`config.mk`:
```
export PLATFORM = sky130hd
export DESIGN_NAME = irpe_top
export DESIGN_NICKNAME = d
export VERILOG_FILES = /design/src/verilog/irpe_pkg.sv /design/src/verilog/irpe_sync2.sv /design/src/verilog/irpe_fifo.sv /design/src/verilog/irpe_top.sv
export SDC_FILE = /design/constraint.sdc
export NUM_CORES = 1
export LEC_CHECK = 0
export BUFFER_PORTS_ARGS = -buffer_cell sky130_fd_sc_hd__buf_2
export CORE_UTILIZATION = 50
export CTS_BUF_LIST = sky130_fd_sc_hd__clkbuf_16
export DETAILED_ROUTE_END_ITERATION = 16
export HOLD_SLACK_MARGIN = 0.1
export PLACE_DENSITY = 0.79
export SYNTH_ARGS = -nofsm -noshare
export SYNTH_HDL_FRONTEND = slang
export SYNTH_SLANG_ARGS = --single-unit
```
`constraint.sdc`:
```
create_clock -name CLK_SYS -period 6 [get_ports CLK_SYS]
set_input_delay 1.2 -clock CLK_SYS [delete_from_list [all_inputs] [get_ports CLK_SYS]]
set_output_delay 1.2 -clock CLK_SYS [all_outputs]
set_load 0.005 [all_outputs]
```
`src/verilog/irpe_pkg.sv`:
```
// Shared constants for the infrared pulse encoder/decoder
`default_nettype none

package irpe_pkg;

  // APB address width and register indices; byte address is four times the index
  localparam int unsigned ADDR_W       = 12;
  localparam int unsigned DATA_W       = 32;
  localparam logic [11:0] CTRL_INDEX   = 12'h0BF;
  localparam logic [11:0] STAT_INDEX   = 12'h0C0;
  localparam logic [11:0] CTRL_ADDR    = 12'(CTRL_INDEX << 2);
  localparam logic [11:0] STAT_ADDR    = 12'(STAT_INDEX << 2);

  // endec_control layout
  localparam int unsigned CTRL_W       = 8;
  localparam logic [7:0]  CTRL_RESET   = 8'h00;
  localparam logic [7:0]  CTRL_MASK    = 8'h07;
  localparam int unsigned CTRL_EN_BIT   = 0;
  localparam int unsigned CTRL_RXEN_BIT = 1;
  localparam int unsigned CTRL_LOOP_BIT = 2;

  // endec_status layout (read only)
  localparam int unsigned STAT_TX_ACTIVE_BIT = 0;
  localparam int unsigned STAT_RX_ACTIVE_BIT = 1;
  localparam int unsigned STAT_FIFO_BIT      = 2;
  localparam int unsigned STAT_RXD_BIT       = 3;
  localparam int unsigned STAT_PIN_BIT       = 4;

  // Symbol timing in baud clocks
  localparam int unsigned BIT_TICKS        = 16;
  localparam int unsigned PULSE_START      = 7;
  localparam int unsigned PULSE_LEN        = 3;
  localparam int unsigned PULSE_TAIL       = 6;
  localparam int unsigned PHASE_W          = 4;
  localparam logic [3:0]  PHASE_FIRST      = 4'h0;
  localparam logic [3:0]  PHASE_LAST       = 4'(BIT_TICKS - 1);
  localparam logic [3:0]  PULSE_FIRST      = 4'(PULSE_START);
  localparam logic [3:0]  PULSE_LAST       = 4'(BIT_TICKS - PULSE_TAIL - 1);
  localparam logic [3:0]  PHASE_ONE        = 4'h1;

  // Buffering and activity timeout
  localparam int unsigned FIFO_DEPTH = 4;
  localparam int unsigned IDLE_CELLS = 12;
  localparam int unsigned IDLE_W     = 4;

endpackage

`default_nettype wire

```
`src/verilog/irpe_sync2.sv`:
```
// Two flip-flop synchroniser for pin inputs
`default_nettype none

module irpe_sync2 #(
  parameter int unsigned WIDTH = 1
) (
  input  wire logic             clk,
  input  wire logic             srst,
  input  wire logic [WIDTH-1:0] rst_val,
  input  wire logic [WIDTH-1:0] d,
  output var  logic [WIDTH-1:0] q
);

  logic [WIDTH-1:0] meta_reg;

  // Synchronous reset: loading a port value here is legal
  always_ff @(posedge clk)
  begin
    if (srst)
    begin
      meta_reg <= rst_val;
      q        <= rst_val;
    end
    else
    begin
      meta_reg <= d;
      q        <= meta_reg;
    end
  end

endmodule

`default_nettype wire

```
`src/verilog/irpe_fifo.sv`:
```
// Small synchronous FIFO with valid/ready on both sides
`default_nettype none

module irpe_fifo #(
  parameter int unsigned WIDTH = 1,
  parameter int unsigned DEPTH = 4
) (
  input  wire logic             clk,
  input  wire logic             srst,
  input  wire logic             flush,
  input  wire logic             in_valid,
  output var  logic             in_ready,
  input  wire logic [WIDTH-1:0] in_data,
  output var  logic             out_valid,
  input  wire logic             out_ready,
  output var  logic [WIDTH-1:0] out_data
);

  localparam int unsigned PTR_W = (DEPTH > 1) ? $clog2(DEPTH) : 1;
  localparam int unsigned CNT_W = $clog2(DEPTH + 1);

  logic [WIDTH-1:0] mem [DEPTH];
  logic [PTR_W-1:0] wr_ptr_reg;
  logic [PTR_W-1:0] rd_ptr_reg;
  logic [CNT_W-1:0] count_reg;
  logic             push;
  logic             pop;

  assign in_ready  = (count_reg != CNT_W'(DEPTH));
  assign out_valid = (count_reg != '0);
  assign out_data  = mem[rd_ptr_reg];
  assign push      = in_valid & in_ready;
  assign pop       = out_valid & out_ready;

  always_ff @(posedge clk)
  begin
    if (push)
      mem[wr_ptr_reg] <= in_data;
  end

  always_ff @(posedge clk)
  begin
    if (srst || flush)
    begin
      wr_ptr_reg <= '0;
      rd_ptr_reg <= '0;
      count_reg  <= '0;
    end
    else
    begin
      if (push)
        wr_ptr_reg <= (wr_ptr_reg == PTR_W'(DEPTH - 1)) ? '0 : wr_ptr_reg + 1'b1;
      if (pop)
        rd_ptr_reg <= (rd_ptr_reg == PTR_W'(DEPTH - 1)) ? '0 : rd_ptr_reg + 1'b1;
      if (push && !pop)
        count_reg <= count_reg + 1'b1;
      else if (pop && !push)
        count_reg <= count_reg - 1'b1;
    end
  end

endmodule

`default_nettype wire

```
`src/verilog/irpe_top.sv`:
```
// Infrared pulse encoder/decoder between the UART and an infrared transceiver
//
// Overview of operation
// - When enabled, encode UART transmit bits to pulses and decode pulses back.
// - Half-duplex on transmit only: no transmit starts while a receive is active (loopback off); receive is never blocked by transmit.
// - Bit timing comes from the UART baud clock, 9600 to 115.2 Kbps.
// - Each bit spans sixteen baud clocks; a one keeps the output low.
// - A zero is seven clocks low, three high, six low.
// - Decoder acts only with receive decoding enabled; otherwise input ignored.
// - Input high for a full sixteen-clock cell decodes as a one.
// - Seven high, three low, six high decodes as a zero.
// - First decoded bit may jitter; later bits are exactly sixteen clocks.
// - Internal loopback inverts the pulse output and feeds the receive path.
// - Control resets to zero; unused bits ignore writes and read zero.
// - Control bit 0 enable, bit 1 receive enable, bit 2 loopback.
`default_nettype none

module irpe_top
  import irpe_pkg::*;
#(
  parameter int unsigned IDLE_LIMIT = irpe_pkg::IDLE_CELLS,
  parameter int unsigned BUF_DEPTH  = irpe_pkg::FIFO_DEPTH
) (
  input  wire logic                        CLK_SYS,
  input  wire logic                        SRST,
  input  wire logic                        PSEL,
  input  wire logic                        PENABLE,
  input  wire logic                        PWRITE,
  input  wire logic [irpe_pkg::ADDR_W-1:0] PADDR,
  input  wire logic [irpe_pkg::DATA_W-1:0] PWDATA,
  output var  logic [irpe_pkg::DATA_W-1:0] PRDATA,
  output var  logic                        PREADY,
  output var  logic                        PSLVERR,
  input  wire logic                        BAUD_TICK,
  input  wire logic                        UART_TXD,
  output var  logic                        UART_RXD,
  output var  logic                        IR_PULSE_OUT,
  input  wire logic                        IR_PULSE_IN
);

  import irpe_pkg::*;

  // Control register and decoded fields
  logic [CTRL_W-1:0]  endec_control_reg;
  logic               endec_enable;
  logic               rx_decode_enable;
  logic               loopback_enable;

  // APB slave state
  logic               apb_access;
  logic               apb_done;
  logic               addr_ctrl;
  logic               addr_stat;
  logic [DATA_W-1:0]  rdata_next;

  // Encoder state
  logic               tx_active_reg;
  logic [PHASE_W-1:0] tx_phase_reg;
  logic               tx_bit_reg;
  logic [IDLE_W-1:0]  tx_ones_reg;
  logic               tx_start;

  // Decoder state
  logic               ir_pin_sync;
  logic               rx_src;
  logic               rx_src_prev_reg;
  logic               rx_active_reg;
  logic [PHASE_W-1:0] rx_phase_reg;
  logic               rx_zero_reg;
  logic [IDLE_W-1:0]  rx_ones_reg;
  logic               rx_run;
  logic               rx_stall;
  logic               rx_cell_end;
  logic               cell_bit;

  // Pending decoded bit waiting for buffer space
  logic               pend_valid_reg;
  logic               pend_bit_reg;

  // Buffer and UART-side replay stage
  logic               fifo_in_ready;
  logic               fifo_out_valid;
  logic               fifo_out_ready;
  logic               fifo_out_data;
  logic               out_busy_reg;
  logic [PHASE_W-1:0] out_phase_reg;
  logic               out_bit_reg;
  logic               out_last;

  assign endec_enable     = endec_control_reg[CTRL_EN_BIT];
  assign rx_decode_enable = endec_control_reg[CTRL_RXEN_BIT];
  assign loopback_enable  = endec_control_reg[CTRL_LOOP_BIT];

  // ---------------------------------------------------------------- APB slave
  assign apb_access = PSEL & PENABLE;
  assign apb_done   = apb_access & PREADY;
  assign addr_ctrl  = (PADDR == CTRL_ADDR);
  assign addr_stat  = (PADDR == STAT_ADDR);

  always_comb
  begin
    rdata_next = '0;
    if (addr_ctrl)
      rdata_next[CTRL_W-1:0] = endec_control_reg & CTRL_MASK;
    else if (addr_stat)
    begin
      rdata_next[STAT_TX_ACTIVE_BIT] = tx_active_reg;
      rdata_next[STAT_RX_ACTIVE_BIT] = rx_active_reg;
      rdata_next[STAT_FIFO_BIT]      = fifo_out_valid;
      rdata_next[STAT_RXD_BIT]       = UART_RXD;
      rdata_next[STAT_PIN_BIT]       = ir_pin_sync;
    end
  end

  // One wait state: answer is registered so every bus output comes from a flop
  always_ff @(posedge CLK_SYS)
  begin
    if (SRST)
    begin
      PREADY  <= 1'b0;
      PRDATA  <= '0;
      PSLVERR <= 1'b0;
    end
    else if (apb_access && !PREADY)
    begin
      PREADY  <= 1'b1;
      PRDATA  <= PWRITE ? '0 : rdata_next;
      PSLVERR <= ~(addr_ctrl | addr_stat) | (PWRITE & addr_stat);
    end
    else
    begin
      PREADY  <= 1'b0;
      PRDATA  <= '0;
      PSLVERR <= 1'b0;
    end
  end

  always_ff @(posedge CLK_SYS)
  begin
    if (SRST)
      endec_control_reg <= CTRL_RESET;
    else if (apb_done && PWRITE && addr_ctrl)
      endec_control_reg <= PWDATA[CTRL_W-1:0] & CTRL_MASK;
  end

  // ---------------------------------------------------------------- Encoder
  // A start bit opens a run of cells; the UART shifts on the same baud tick,
  // so sampling its data one tick into each cell avoids racing its update.
  assign tx_start = BAUD_TICK & endec_enable & ~tx_active_reg & ~UART_TXD
                    & ~(rx_active_reg & ~loopback_enable);

  always_ff @(posedge CLK_SYS)
  begin
    if (SRST || !endec_enable)
    begin
      tx_active_reg <= 1'b0;
      tx_phase_reg  <= PHASE_FIRST;
      tx_bit_reg    <= 1'b1;
      tx_ones_reg   <= '0;
    end
    else if (tx_start)
    begin
      tx_active_reg <= 1'b1;
      tx_phase_reg  <= PHASE_FIRST;
      tx_bit_reg    <= 1'b0;
      tx_ones_reg   <= '0;
    end
    else if (BAUD_TICK && tx_active_reg)
    begin
      tx_phase_reg <= (tx_phase_reg == PHASE_LAST) ? PHASE_FIRST : tx_phase_reg + PHASE_ONE;
      if (tx_phase_reg == PHASE_FIRST)
        tx_bit_reg <= UART_TXD;
      if (tx_phase_reg == PHASE_LAST)
      begin
        if (!tx_bit_reg)
          tx_ones_reg <= '0;
        else if (tx_ones_reg == IDLE_W'(IDLE_LIMIT - 1))
          tx_active_reg <= 1'b0;
        else
          tx_ones_reg <= tx_ones_reg + 1'b1;
      end
    end
  end

  // Zero cells pulse high during ticks 7..9; ones and idle stay low
  always_ff @(posedge CLK_SYS)
  begin
    if (SRST)
      IR_PULSE_OUT <= 1'b0;
    else
      IR_PULSE_OUT <= endec_enable & tx_active_reg & ~tx_bit_reg
                      & (tx_phase_reg >= PULSE_FIRST) & (tx_phase_reg <= PULSE_LAST);
  end

  // ---------------------------------------------------------------- Decoder
  irpe_sync2 #(
    .WIDTH (1)
  ) u_pin_sync (
    .clk     (CLK_SYS),
    .srst    (SRST),
    .rst_val (1'b1),
    .d       (IR_PULSE_IN),
    .q       (ir_pin_sync)
  );

  // Loopback uses the inverted output so idle low becomes idle high
  assign rx_src = loopback_enable ? ~IR_PULSE_OUT : ir_pin_sync;

  assign rx_run      = endec_enable & rx_decode_enable;
  assign rx_stall    = pend_valid_reg & ~fifo_in_ready;
  assign rx_cell_end = BAUD_TICK & rx_active_reg & ~rx_stall & (rx_phase_reg == PHASE_LAST);
  assign cell_bit    = ~(rx_zero_reg | ~rx_src);

  always_ff @(posedge CLK_SYS)
  begin
    if (SRST || !rx_run)
      rx_src_prev_reg <= 1'b1;
    else if (BAUD_TICK)
      rx_src_prev_reg <= rx_src;
  end

  // The first falling edge fixes the cell phase at tick 7; sampling only on
  // baud ticks is why the first decoded bit can be off by up to one tick.
  always_ff @(posedge CLK_SYS)
  begin
    if (SRST || !rx_run)
    begin
      rx_active_reg <= 1'b0;
      rx_phase_reg  <= PHASE_FIRST;
      rx_zero_reg   <= 1'b0;
      rx_ones_reg   <= '0;
    end
    else if (BAUD_TICK && !rx_active_reg)
    begin
      if (rx_src_prev_reg && !rx_src)
      begin
        rx_active_reg <= 1'b1;
        rx_phase_reg  <= PULSE_FIRST + PHASE_ONE;
        rx_zero_reg   <= 1'b1;
        rx_ones_reg   <= '0;
      end
    end
    else if (BAUD_TICK && !rx_stall)
    begin
      if (rx_phase_reg == PHASE_LAST)
      begin
        rx_phase_reg <= PHASE_FIRST;
        rx_zero_reg  <= 1'b0;
        if (!cell_bit)
          rx_ones_reg <= '0;
        else if (rx_ones_reg == IDLE_W'(IDLE_LIMIT - 1))
          rx_active_reg <= 1'b0;
        else
          rx_ones_reg <= rx_ones_reg + 1'b1;
      end
      else
      begin
        rx_phase_reg <= rx_phase_reg + PHASE_ONE;
        if (!rx_src)
          rx_zero_reg <= 1'b1;
      end
    end
  end

  // Decoded bit waits here until the buffer takes it; a full buffer freezes the decoder
  always_ff @(posedge CLK_SYS)
  begin
    if (SRST || !rx_run)
    begin
      pend_valid_reg <= 1'b0;
      pend_bit_reg   <= 1'b1;
    end
    else if (rx_cell_end)
    begin
      pend_valid_reg <= 1'b1;
      pend_bit_reg   <= cell_bit;
    end
    else if (fifo_in_ready)
      pend_valid_reg <= 1'b0;
  end

  // ---------------------------------------------------------------- Buffer
  irpe_fifo #(
    .WIDTH (1),
    .DEPTH (BUF_DEPTH)
  ) u_bit_fifo (
    .clk       (CLK_SYS),
    .srst      (SRST),
    .flush     (~rx_run),
    .in_valid  (pend_valid_reg),
    .in_ready  (fifo_in_ready),
    .in_data   (pend_bit_reg),
    .out_valid (fifo_out_valid),
    .out_ready (fifo_out_ready),
    .out_data  (fifo_out_data)
  );

  // ---------------------------------------------------------------- UART side
  // Bits start only on a baud tick, so the next decoded bit is already buffered
  // when the current one ends and the UART line never blips high between bits.
  assign out_last       = BAUD_TICK & (out_phase_reg == PHASE_LAST);
  assign fifo_out_ready = rx_run & ((~out_busy_reg & BAUD_TICK) | out_last);

  always_ff @(posedge CLK_SYS)
  begin
    if (SRST || !rx_run)
    begin
      out_busy_reg  <= 1'b0;
      out_phase_reg <= PHASE_FIRST;
      out_bit_reg   <= 1'b1;
    end
    else if (fifo_out_ready && fifo_out_valid)
    begin
      out_busy_reg  <= 1'b1;
      out_phase_reg <= PHASE_FIRST;
      out_bit_reg   <= fifo_out_data;
    end
    else if (out_last)
    begin
      out_busy_reg <= 1'b0;
      out_bit_reg  <= 1'b1;
    end
    else if (BAUD_TICK && out_busy_reg)
      out_phase_reg <= out_phase_reg + PHASE_ONE;
  end

  always_ff @(posedge CLK_SYS)
  begin
    if (SRST)
      UART_RXD <= 1'b1;
    else
      UART_RXD <= ~rx_run | ~out_busy_reg | out_bit_reg;
  end

endmodule

`default_nettype wire

```
==> results.rst, run 1 <==
.. list-table::
   :header-rows: 1

   * - Metric
     - Value
   * - Pwr dens
     - 225 nW/um^2
   * - Number of nets with antenna violations after detailed routing
     - 0
   * - Top Ports
     - 88
   * - Final Cycle Share
     - 50.2%
   * - Effective utilization at floorplan
     - 52.9%
   * - PostCTS Resize Cnt
     - 0
   * - Site row count
     - 26
   * - Status
     - completed
   * - Final Hold Fails
     - 0
   * - Final setup skew
     - 6.74 ps
   * - Placed cell count
     - 397
   * - Number of failing setup endpoints in the final timing report
     - 0
   * - Worst hold-check path type
     - register to register
   * - Flip-flop count of the largest register after layout
     - 5
   * - Num Clock Sinks
     - 56
   * - Cell area after synthesis
     - 2770 sq um
   * - Bufs and invs on worst path
     - 3
   * - Static Leak
     - 1.25 nW
   * - Number of input and output port buffers inserted
     - 31
   * - Data required, critical path
     - 6210 ps
   * - Setup Fix Bufs, Post-CTS
     - 0
   * - Final Cell Area
     - 3030 sq um
   * - Unrepaired setup endpoints after global routing
     - no
   * - Residual DRC
     - 0
   * - Slew margin rel.
     - 61.1%
   * - Overall power after layout
     - 0.680 mW
   * - Instance count of the mapped netlist
     - 302
   * - Number of antenna violations at the first check in global routing
     - 0
   * - Share of the synthesized area in the top cell type
     - 37.5%
   * - Hold bufs inserted after CTS
     - 0
   * - Number of synthesized flops with an enable pin
     - 4
   * - Number of detailed-routing iterations run before antenna repair
     - 5
   * - Async S/R FF share, synth
     - 0%
   * - Number of buffers added by the clock tree synthesis step
     - 5
   * - Type of the worst setup path
     - primary input to register
   * - Final routed wirelength across all metal layers
     - 4730 um
   * - Most instantiated flip-flop cell in the synthesis netlist
     - dfxtp_1
   * - Signed area change from the synthesized netlist to the final layout
     - 9.25%
   * - Total of max-cap violations
     - 0
   * - Critical path launch point type
     - primary input
   * - H-Tree Level Count
     - 2
   * - ANT cells
     - 0
   * - Cell type with the largest total area after synthesis
     - dfxtp_1
   * - DRC marker count from the first detailed-route iteration
     - 93
   * - Util after Layout
     - 57.8%
   * - Library cell with the highest instance count after synthesis
     - dfxtp_1
   * - Routed vias
     - 2,113
   * - Element type at the critical path end
     - register
   * - Share of post-route cells with drive strength above 1
     - 14.9%
   * - Register ranked first by flip-flop count
     - PRDATA
   * - Synthesized area per cell
     - 9.18 sq um
   * - Total negative slack for setup checks
     - 0 ps
   * - Wirelength per Cell
     - 11.7 um
   * - Largest fanout of any net on the critical path
     - 14
   * - Worst-Skew Late Latency
     - 290 ps
   * - Standard cell with the maximum stage delay on the critical path
     - a21oi_1
   * - Std-Cell Core Area
     - 5240 sq um
   * - Final worst hold slack
     - 409 ps
   * - Fraction of the yosys area taken by sequential cells
     - 41.9%
   * - Commonest cells post-synth
     - dfxtp_1, nor2_1, buf_4
   * - Placement-stage worst setup slack
     - 2690 ps
   * - Master cell of the clock root buffer
     - clkbuf_16
   * - Dominant cells by area after synthesis
     - dfxtp_1, buf_4, ha_1
   * - Total global routing track utilization
     - 16.7%
   * - Congestion Overflow GR
     - 0
   * - Slew Viols, Final
     - 0
   * - Gpl congestion
     - 0.809
   * - Number of buffers on the longest clock path
     - 2
   * - Final critical delay including setup and external delays
     - 3010 ps
   * - Instance area at placement
     - 2890 sq um
   * - Final worst slack
     - 2990 ps
   * - Average via count per standard cell
     - 5.22
   * - Final cell count without fillers
     - 405
   * - Slew of the pin with the lowest slew margin
     - 582 ps
   * - Clk pin slew, worst setup/hold paths
     - 70 ps
   * - Die Y
     - 76.5 um
   * - Top cell family by delay on the critical path
     - simple AND/OR/NAND/NOR gates
   * - Placed wire-length estimate after detailed placement
     - 3590 um
   * - Arrival time worst endpoint
     - 3220 ps
   * - Largest incremental delay on the critical path
     - 370 ps
   * - Maximum number of pins on one net before global-route repair
     - 18
   * - YS warnings
     - 0
   * - Clock tree from TritonCTS
     - done
   * - Width of the chip
     - 76.5 um
   * - Max Fclk
     - 0.332 GHz
   * - Vias in the first global route
     - 1,855
   * - Wire length of the first global-routing pass
     - 7910 um
   * - Unique masters post-synth
     - 52
   * - Cell-by-cell trace of the critical path
     - buf_2, nand4_1, a21oi_1, inv_1, ha_1, inv_1, fa_1, xor2_1, or3_1, a21oi_1
   * - Area enclosed by the die boundary
     - 5850 sq um
   * - Maximum VDD drop
     - 0.000148 V
   * - Nets
     - 400
   * - Number of synthesized register bits
     - 56
-- area by class of cell --
type                       instances  area (sq um)
fill                             463          2210
multi-input combinational        229          1440
sequential                        56          1160
timing repair buffer              31           155
clock buffer                       5           125
tap                               70          87.6
inverter                          11          41.3
clock inverter                     3          17.5
-- worst paths after layout --
kind	to	start	slack, ps	cells past startpoint
setup reg to reg	u_bit_fifo.count_reg[2]$_SDFFE_PP0P_	u_bit_fifo.count_reg[0]$_SDFFE_PP0P_	3490	10
hold / removal	u_pin_sync.q$_SDFF_PP1_	u_pin_sync.meta_reg$_SDFF_PP1_	410	1
hold reg to reg	u_pin_sync.q$_SDFF_PP1_	u_pin_sync.meta_reg$_SDFF_PP1_	410	1
setup / recovery	u_bit_fifo.count_reg[2]$_SDFFE_PP0P_	BAUD_TICK	2990	10
-- kinds of logic (layout without fill, tap and decap cells) --
family	Yosys count	count (layout)	share of synthesized area (%)
multiplexers	13	13	5.14
other	1	27	0.135
XOR/XNOR	7	7	2.21
AND/OR/NAND/NOR	124	124	24.7
adder cells (fa/ha/maj)	14	14	6.59
AO/OA/AOI/OAI	44	44	9.66
flip-flops	56	56	41.9
buffers and inverters	43	50	9.66
-- where the power goes --
part	leakage [nW]	internal [mW]	switching, mW
clock network	0.0754	0.154	0.127
registers	0.467	0.376	0.000408
logic	0.710	0.00875	0.0134
-- per-layer routing --
metal / track usage (%) / vias up / wire length, um
met4: 5.19 / 0 / 93
met5: 0 / - / 0
met1: 19.6 / 979 / 2160
met2: 30.0 / 64 / 2290
met3: 3.95 / 11 / 187
li1: - / 1059 / -
-- cell usage in the layout (no fill, tap or decap), types with 2 or more instances in the layout --
master     count
ha_1          13
or4b_2         2
nand3b_1       4
a22o_1         2
nor4_1         3
nor3b_1        3
inv_1         12
edfxtp_1       4
nor3_1         5
conb_1        27
nand3_1       11
xor2_1         6
mux2i_1       12
nor2b_1        3
o21ai_0       13
and2_1        11
a21o_1         4
nor2_1        34
nand2b_1       3
or3_1          2
buf_2         31
nand4_1        7
and4_1         2
or2_2          3
dfxtp_1       52
clkbuf_16      5
nand2_1       20
a21oi_1       16
Note: power is estimated with default switching activity, not from simulation.
==> run 2: changes to the inputs <==
- clock period: 6 -> 3.1 ns (I/O delays scaled with it)
==> run 2 against run 1 <==
  * Design area rose by 1.0%
  * Global-route usage barely moved
  * Routed wire length rose by 0.72%
  * Critical path type is now register to register
==> results.rst, run 2 (synthesis gave the netlist of run 1 again) <==
.. list-table::
   :header-rows: 1

   * - Metric
     - Value
   * - Commonest non-fill, non-tap cell in the layout
     - dfxtp_1 (unchanged)
   * - Worst-Skew Late Latency
     - 290 ps (about the same)
   * - Number of antenna violations at the first check in global routing
     - 0 (unchanged)
   * - Setup Fix Bufs, Post-CTS
     - 0 (unchanged)
   * - Width of the chip
     - 76.5 um (unchanged)
   * - Largest incremental delay on the critical path
     - 440 ps (was 370 ps)
   * - Final critical delay including setup and external delays
     - 2490 ps
   * - Wirelength per Cell
     - 11.7 um (about the same)
   * - Cell-by-cell trace of the critical path
     - nor3_1, nand4b_1, a21oi_1, inv_1, ha_1, inv_1, fa_1, xor2_1, or3_1, a21oi_1 (was buf_2, nand4_1, a21oi_1, inv_1, ha_1, inv_1, fa_1, xor2_1, or3_1, a21oi_1)
   * - Total of max-cap violations
     - 0 (unchanged)
   * - Type of the worst setup path
     - register to register (was primary input to register)
   * - Data required, critical path
     - 3320 ps (was 6210 ps)
   * - Share of post-route cells with drive strength above 1
     - 15.5% (was 14.9%)
   * - Reg2Reg Capture Point
     - u_bit_fifo.count_reg[2]$_SDFFE_PP0P_ (unchanged)
   * - Number of buffers on the longest clock path
     - 2 (unchanged)
   * - Slew of the pin with the lowest slew margin
     - 542 ps (was 582 ps)
   * - Util after Layout
     - 58.4% (was 57.8%)
   * - Most used cells in the layout excluding fill and tap cells
     - dfxtp_1, nor2_1, buf_2 (unchanged)
   * - Area enclosed by the die boundary
     - 5850 sq um (unchanged)
   * - Element type at the critical path end
     - register (unchanged)
   * - Unrepaired setup endpoints after global routing
     - no (unchanged)
   * - Clk pin slew, worst setup/hold paths
     - 70 ps (about the same)
   * - Pwr dens
     - 456 nW/um^2 (was 225 nW/um^2)
   * - Maximum VDD drop
     - 0.000284 V (was 0.000148 V)
   * - Register-to-register setup slack
     - 610 ps (was 3490 ps)
   * - Register ranked first by flip-flop count
     - PRDATA (unchanged)
   * - Wire length of the first global-routing pass
     - 7940 um (was 7910 um)
   * - Largest fanout of any net on the critical path
     - 5 (was 14)
   * - Vias in the first global route
     - 1,882 (was 1,855)
   * - R2R Path Start
     - u_bit_fifo.count_reg[0]$_SDFFE_PP0P_ (unchanged)
   * - Final Cycle Share
     - 80.4%
   * - Die Y
     - 76.5 um (unchanged)
   * - Final setup skew
     - 4.38 ps (was 6.74 ps)
   * - Num Clock Sinks
     - 56 (unchanged)
   * - Signed area change from the synthesized netlist to the final layout
     - 10.4% (was 9.25%)
   * - Average via count per standard cell
     - 5.07 (was 5.22)
   * - Worst reg2reg path depth
     - 10 (unchanged)
   * - Top Ports
     - 88 (unchanged)
   * - Residual DRC
     - 0 (unchanged)
   * - Gpl congestion
     - 0.811 (was 0.809)
   * - Final routed wirelength across all metal layers
     - 4770 um (was 4730 um)
   * - PostCTS Resize Cnt
     - 0 (unchanged)
   * - Flip-flop count of the largest register after layout
     - 5 (unchanged)
   * - Final Cell Area
     - 3060 sq um (was 3030 sq um)
   * - Clock tree from TritonCTS
     - done (unchanged)
   * - H-Tree Level Count
     - 2 (unchanged)
   * - Number of failing setup endpoints in the final timing report
     - 0 (unchanged)
   * - Static Leak
     - 1.26 nW (was 1.25 nW)
   * - Master cell of the clock root buffer
     - clkbuf_16 (unchanged)
   * - Stages on the worst setup path
     - 10 (unchanged)
   * - CP Capture Point
     - u_bit_fifo.count_reg[2]$_SDFFE_PP0P_ (unchanged)
   * - Nets
     - 401 (was 400)
   * - Number of input and output port buffers inserted
     - 31 (unchanged)
   * - Slew margin rel.
     - 63.8% (was 61.1%)
   * - Congestion Overflow GR
     - 0 (unchanged)
   * - Fillers
     - 454 (was 463)
   * - Slew Viols, Final
     - 0 (unchanged)
   * - DRC marker count from the first detailed-route iteration
     - 72 (was 93)
   * - Standard cell with the maximum stage delay on the critical path
     - fa_1 (was a21oi_1)
   * - Total negative slack for setup checks
     - 0 ps (unchanged)
   * - Max Fclk
     - 0.401 GHz
   * - Status
     - completed (unchanged)
   * - Critical path launch point type
     - register (was primary input)
   * - Instance area at placement
     - 2890 sq um (about the same)
   * - Maximum number of pins on one net before global-route repair
     - 18 (unchanged)
   * - Number of nets with antenna violations after detailed routing
     - 0 (unchanged)
   * - Std-Cell Core Area
     - 5240 sq um (unchanged)
   * - ANT cells
     - 0 (unchanged)
   * - Hold bufs inserted after CTS
     - 0 (unchanged)
   * - Total global routing track utilization
     - 16.8% (was 16.7%)
   * - Bufs and invs on worst path
     - 2 (was 3)
   * - Placed wire-length estimate after detailed placement
     - 3510 um (was 3590 um)
   * - Site row count
     - 26 (unchanged)
   * - Number of detailed-routing iterations run before antenna repair
     - 4 (was 5)
   * - Arrival time worst endpoint
     - 2710 ps (was 3220 ps)
   * - Worst setup startpoint
     - u_bit_fifo.count_reg[0]$_SDFFE_PP0P_ (was BAUD_TICK)
   * - Routed vias
     - 2,058 (was 2,113)
   * - Effective utilization at floorplan
     - 52.9% (unchanged)
   * - Worst hold-check path type
     - register to register (unchanged)
   * - Final Hold Fails
     - 0 (unchanged)
   * - Top cell family by delay on the critical path
     - simple AND/OR/NAND/NOR gates (unchanged)
   * - Number of buffers added by the clock tree synthesis step
     - 5 (unchanged)
-- run 2: routing by layer --
metal | share of wire [%] | track usage, %
met4 | 1.2 | 6.35
met2 | 49 | 29.7
met3 | 3.7 | 3.59
met5 | 0 | 0
met1 | 46 | 19.6
-- run 2: report_power, final --
group | switching, mW | total, mW | leakage (nW) | internal, mW
Clock | 0.244 | 0.624 | 0.0841 | 0.380
Sequential | 0.000878 | 0.729 | 0.467 | 0.728
Combinational | 0.0261 | 0.0430 | 0.714 | 0.0169
Total | 0.271 | 1.40 | 1.26 | 1.13
-- run 2: worst min path at each step --
stage               slack, ps                            from                      end  cells after the start
floorplan                 390  u_pin_sync.meta_reg$_SDFF_PP1_  u_pin_sync.q$_SDFF_PP1_                      1
global placement          400  u_pin_sync.meta_reg$_SDFF_PP1_  u_pin_sync.q$_SDFF_PP1_                      1
detailed placement        420  u_pin_sync.meta_reg$_SDFF_PP1_  u_pin_sync.q$_SDFF_PP1_                      1
CTS                       430  u_pin_sync.meta_reg$_SDFF_PP1_  u_pin_sync.q$_SDFF_PP1_                      1
global route              450  u_pin_sync.meta_reg$_SDFF_PP1_  u_pin_sync.q$_SDFF_PP1_                      1
finish                    430  u_pin_sync.meta_reg$_SDFF_PP1_  u_pin_sync.q$_SDFF_PP1_                      1
-- run 2: worst reg2reg max path, stage by stage, from the launching register on --
cell and delay [ps]:
dfxtp_1 370, nor3_1 300, nand4b_1 190, a21oi_1 100, inv_1 150, ha_1 200, inv_1 70, fa_1 440
xor2_1 160, or3_1 310, a21oi_1 140
-- run 2: through the flow --
stage | hold slack (ps) | power (mW) | std cells | setup WS, ps
6_report | 426 | 1.40 | 406 | 609
5_1_grt | 448 | 1.45 | 406 | 400
4_1_cts | 429 | 1.41 | 406 | 566
3_5_place_dp | 421 | 0.788 | 398 | 344
3_3_place_gp | 401 | 0.787 | 398 | 436
2_1_floorplan | 389 | 0.792 | 328 | 737
-- run 2: cell type report --
class	instances	area (sq um)	share of cell area [%]
clock buffers	5	125	4.09
clock inverters	3	41.3	1.35
well taps	70	87.6	2.86
inverters	11	41.3	1.35
flip-flops and latches	56	1160	37.9
multi-input cells	229	1440	47.1
repair buffers	32	163	5.31
==> run 3: changes to the inputs <==
- ABC_AREA: unset -> 1
- CORE_UTILIZATION: 50 -> 47
- PLACE_DENSITY: 0.79 -> 0.77
- clock period: 3.1 -> 2.1 ns (I/O delays scaled with it)
==> run 3 against run 2 <==
  * Fmax rose by 21%
  * Via count rose by 19%
  * Critical endpoint is now u_bit_fifo.count_reg[1]$_SDFFE_PP0P_
  * Critical path type unchanged
  * Utilization fell by 1.3 points
  * Synthesized cell count rose by 29%
  * Area after synthesis rose by 6.0%
  * Combinational power rose by 100%
  * Hold slack got worse by 110 ps
  * First-iteration DRC count rose by 61%
  * Power rose by 50%
  * Largest power group unchanged
  * Setup slack got worse by 570 ps
  * Clock power rose by 50%
==> results.rst, run 3 <==
.. list-table::
   :header-rows: 1

   * - Metric
     - Value
   * - Master cell of the clock root buffer
     - clkbuf_16 (unchanged)
   * - Register ranked first by flip-flop count
     - PRDATA (unchanged)
   * - Maximum number of pins on one net before global-route repair
     - 17 (was 18)
   * - Dominant cells by area after synthesis
     - dfxtp_1, nand2_1, buf_4 (was dfxtp_1, buf_4, ha_1)
   * - Worst-Skew Late Latency
     - 290 ps (about the same)
   * - Endpoint with the worst hold slack
     - u_pin_sync.meta_reg$_SDFF_PP1_ (was u_pin_sync.q$_SDFF_PP1_)
   * - Slew Viols, Final
     - 0 (unchanged)
   * - Total global routing track utilization
     - 18.5% (was 16.8%)
   * - Number of input and output port buffers inserted
     - 31 (unchanged)
   * - Worst hold-check path type
     - primary input to register (was register to register)
   * - Register cell area after layout
     - 1170 sq um (was 1160 sq um)
   * - Number of antenna violations at the first check in global routing
     - 0 (unchanged)
   * - Number of cells traversed by the worst hold path
     - 2 (was 1)
   * - Signed area change from the synthesized netlist to the final layout
     - 16.6% (was 10.4%)
   * - Commonest cells post-synth
     - nand2_1, dfxtp_1, inv_1 (was dfxtp_1, nor2_1, buf_4)
   * - Worst reg2reg path depth
     - 12 (was 10)
   * - Reg2Reg Capture Point
     - u_bit_fifo.count_reg[1]$_SDFFE_PP0P_ (was u_bit_fifo.count_reg[2]$_SDFFE_PP0P_)
   * - Standard cell with the maximum stage delay on the critical path
     - fa_1 (unchanged)
   * - Multi-input gate area
     - 1510 sq um (was 1440 sq um)
   * - Share of the synthesized area in the top cell type
     - 35.4% (was 37.5%)
   * - Largest fanout of any net on the critical path
     - 3 (was 5)
   * - Final Cell Area
     - 3420 sq um (was 3060 sq um)
   * - Die Y
     - 81.1 um (was 76.5 um)
   * - Static Leak
     - 1.52 nW (was 1.26 nW)
   * - YS warnings
     - 0 (unchanged)
   * - Synthesized area per cell
     - 7.51 sq um (was 9.18 sq um)
   * - Nets
     - 508 (was 401)
   * - Instance area at placement
     - 3160 sq um (was 2890 sq um)
   * - Average via count per standard cell
     - 4.74 (was 5.07)
   * - Pwr dens
     - 612 nW/um^2 (was 456 nW/um^2)
   * - Critical path launch point type
     - register (unchanged)
   * - Number of buffers on the longest clock path
     - 2 (unchanged)
   * - Cell area after synthesis
     - 2940 sq um (was 2770 sq um)
   * - Final cell count without fillers
     - 518 (was 406)
   * - Placement-stage worst setup slack
     - -136 ps (was 344 ps)
   * - Async S/R FF share, synth
     - 0% (unchanged)
   * - Clock tree from TritonCTS
     - done (unchanged)
   * - Unrepaired setup endpoints after global routing
     - yes (was no)
   * - Residual DRC
     - 0 (unchanged)
   * - Placed wire-length estimate after detailed placement
     - 4160 um (was 3510 um)
   * - DRC marker count from the first detailed-route iteration
     - 116 (was 72)
   * - Width of the chip
     - 81.1 um (was 76.5 um)
   * - Placed cell count
     - 506 (was 398)
   * - Launch instance of the worst min-delay path
     - IR_PULSE_IN (was u_pin_sync.meta_reg$_SDFF_PP1_)
   * - Vias in the first global route
     - 2,276 (was 1,882)
   * - Library cell with the highest instance count after synthesis
     - nand2_1 (was dfxtp_1)
   * - Type of the worst setup path
     - register to register (unchanged)
   * - Bufs and invs on worst path
     - 3 (was 2)
   * - Most frequent CP cell
     - nor2_4
   * - Area enclosed by the die boundary
     - 6570 sq um (was 5850 sq um)
   * - ANT cells
     - 0 (unchanged)
   * - H-Tree Level Count
     - 2 (unchanged)
   * - Maximum VDD drop
     - 0.000424 V (was 0.000284 V)
   * - Util after Layout
     - 57.2% (was 58.4%)
   * - Wirelength per Cell
     - 10.9 um (was 11.7 um)
   * - Share of post-route cells with drive strength above 1
     - 21.4% (was 15.5%)
   * - Number of synthesized register bits
     - 56 (unchanged)
   * - Congestion Overflow GR
     - 0 (unchanged)
   * - Number of nets with antenna violations after detailed routing
     - 0 (unchanged)
   * - Total of max-cap violations
     - 0 (unchanged)
   * - Effective utilization at floorplan
     - 49.0% (was 52.9%)
   * - Num Clock Sinks
     - 56 (unchanged)
   * - Data required, critical path
     - 2290 ps (was 3320 ps)
   * - Top cell family by delay on the critical path
     - adder cells (was simple AND/OR/NAND/NOR gates)
   * - Gpl congestion
     - 0.760 (was 0.811)
   * - Flip-flop count of the largest register after layout
     - 5 (unchanged)
   * - Number of failing setup endpoints in the final timing report
     - 0 (unchanged)
   * - Max Fclk
     - 0.485 GHz (was 0.401 GHz)
   * - Final critical delay including setup and external delays
     - 2060 ps (was 2490 ps)
   * - Final worst hold slack
     - 314 ps (was 426 ps)
   * - Instance count of the mapped netlist
     - 391 (was 302)
   * - Largest incremental delay on the critical path
     - 420 ps (was 440 ps)
   * - Final Hold Fails
     - 0 (unchanged)
   * - Final Cycle Share
     - 98.3% (was 80.4%)
   * - Routed vias
     - 2,454 (was 2,058)
   * - Number of detailed-routing iterations run before antenna repair
     - 4 (unchanged)
   * - Site row count
     - 28 (was 26)
   * - Most instantiated flip-flop cell in the synthesis netlist
     - dfxtp_1 (unchanged)
   * - Number of buffers added by the clock tree synthesis step
     - 5 (unchanged)
   * - Std-Cell Core Area
     - 5990 sq um (was 5240 sq um)
   * - Final routed wirelength across all metal layers
     - 5630 um (was 4770 um)
   * - Final setup skew
     - 4.97 ps (was 4.38 ps)
   * - Clk pin slew, worst setup/hold paths
     - 70 ps (about the same)
   * - Final worst slack
     - 36.4 ps (was 609 ps)
   * - Arrival time worst endpoint
     - 2260 ps (was 2710 ps)
   * - Overall power after layout
     - 2.10 mW (was 1.40 mW)
   * - Total negative slack for setup checks
     - 0 ps (unchanged)
   * - Fraction of the yosys area taken by sequential cells
     - 39.5% (was 41.9%)
   * - R2R Path Start
     - out_phase_reg[0]$_SDFFE_PP0P_ (was u_bit_fifo.count_reg[0]$_SDFFE_PP0P_)
   * - Top Ports
     - 88 (unchanged)
   * - Register-to-register setup slack
     - 40 ps (was 610 ps)
   * - Number of synthesized flops with an enable pin
     - 4 (unchanged)
   * - Wire length of the first global-routing pass
     - 9460 um (was 7940 um)
   * - Commonest non-fill, non-tap cell in the layout
     - nand2_1 (was dfxtp_1)
   * - Most used cells in the layout excluding fill and tap cells
     - nand2_1, inv_1, dfxtp_1 (was dfxtp_1, nor2_1, buf_2)
   * - Cell-by-cell trace of the critical path
     - ha_4, nand3_4, nor2_4, nor2_4, nor2_4, inv_2, ha_4, inv_4, fa_1, mux2_4, nand2_2, inv_2 (was nor3_1, nand4b_1, a21oi_1, inv_1, ha_1, inv_1, fa_1, xor2_1, or3_1, a21oi_1)
   * - Unique masters post-synth
     - 36 (was 52)
   * - Cell type with the largest total area after synthesis
     - dfxtp_1 (unchanged)
   * - Status
     - completed (unchanged)
   * - Fillers
     - 561 (was 454)
   * - Element type at the critical path end
     - register (unchanged)
## run 3: changes by cell type after synthesis, sizes merged, moves of 11 or more
| cell | previous run | this run |
|---|---|---|
| nand2 | 20 | 76 |
| mux2i | 12 | 0 |
| inv | 11 | 58 |
| nand3 | 11 | 27 |
| and2 | 11 | 0 |
| nor2 | 35 | 51 |
## run 3: per-layer routing
layer / GRT usage, % / part of all wire, % / up-vias
li1: - / - / 1297
met1: 21.2 / 44 / 1105
met2: 33.6 / 52 / 48
met3: 5.39 / 3.9 / 4
met4: 4.29 / 0.57 / 0
met5: 0 / 0 / -
## run 3: kinds of logic after synthesis
logic type      synth area share [%]
compound gates                  9.88
xor+xnor                        1.49
fa+ha+maj                       6.22
buf+inv                         14.6
flops                           39.5
mux                            0.383
other cells                    0.128
simple gates                    27.8
## run 3: power breakdown
| group | leakage [nW] | total (mW) | switching, mW | internal, mW |
|---|---|---|---|---|
| Clock | 0.0850 | 0.935 | 0.378 | 0.557 |
| Sequential | 0.456 | 1.08 | 0.00147 | 1.07 |
| Combinational | 0.983 | 0.0878 | 0.0552 | 0.0326 |
## run 3: worst max-delay path by stage
| stage | from | to | slack, ps | depth (start not counted) |
|---|---|---|---|---|
| after floorplan | out_phase_reg[0]$_SDFFE_PP0P_ | u_bit_fifo.count_reg[1]$_SDFFE_PP0P_ | 2 | 12 |
| after global placement | BAUD_TICK | u_bit_fifo.count_reg[1]$_SDFFE_PP0P_ | -40 | 12 |
| final | out_phase_reg[0]$_SDFFE_PP0P_ | u_bit_fifo.count_reg[1]$_SDFFE_PP0P_ | 40 | 12 |
| after CTS | out_phase_reg[1]$_SDFFE_PP0P_ | u_bit_fifo.count_reg[1]$_SDFFE_PP0P_ | 5 | 12 |
| after detailed placement | BAUD_TICK | u_bit_fifo.count_reg[1]$_SDFFE_PP0P_ | -140 | 12 |
| after global routing | out_phase_reg[0]$_SDFFE_PP0P_ | u_bit_fifo.count_reg[1]$_SDFFE_PP0P_ | -60 | 12 |
## run 3: layout make-up
cell class	count	share of cell area, %
well taps	75	2.74
flip-flops and latches	56	34.1
clock buffers	5	3.65
clock inverters	3	1.13
multi-input cells	274	44.1
inverters	59	6.54
repair buffers	46	7.82
## run 3: repair_timing
item / in CTS / in global routing
buffers inserted: 2 / 2
hold buffers: 0 / 0
resized for setup: 9 / 11
endpoints found under the hold margin: 0 / 0
gates cloned: 0 / 0
endpoints found under the setup margin: 2 / 2
pin swaps: 4 / 6
## run 3: worst reg2reg max path, delay by kind of cell (launching register included)
family | cells | cell delay [ps]
fa+ha+maj | 3 | 740
buf+inv | 3 | 140
flops | 1 | 360
mux | 1 | 290
simple gates | 5 | 460
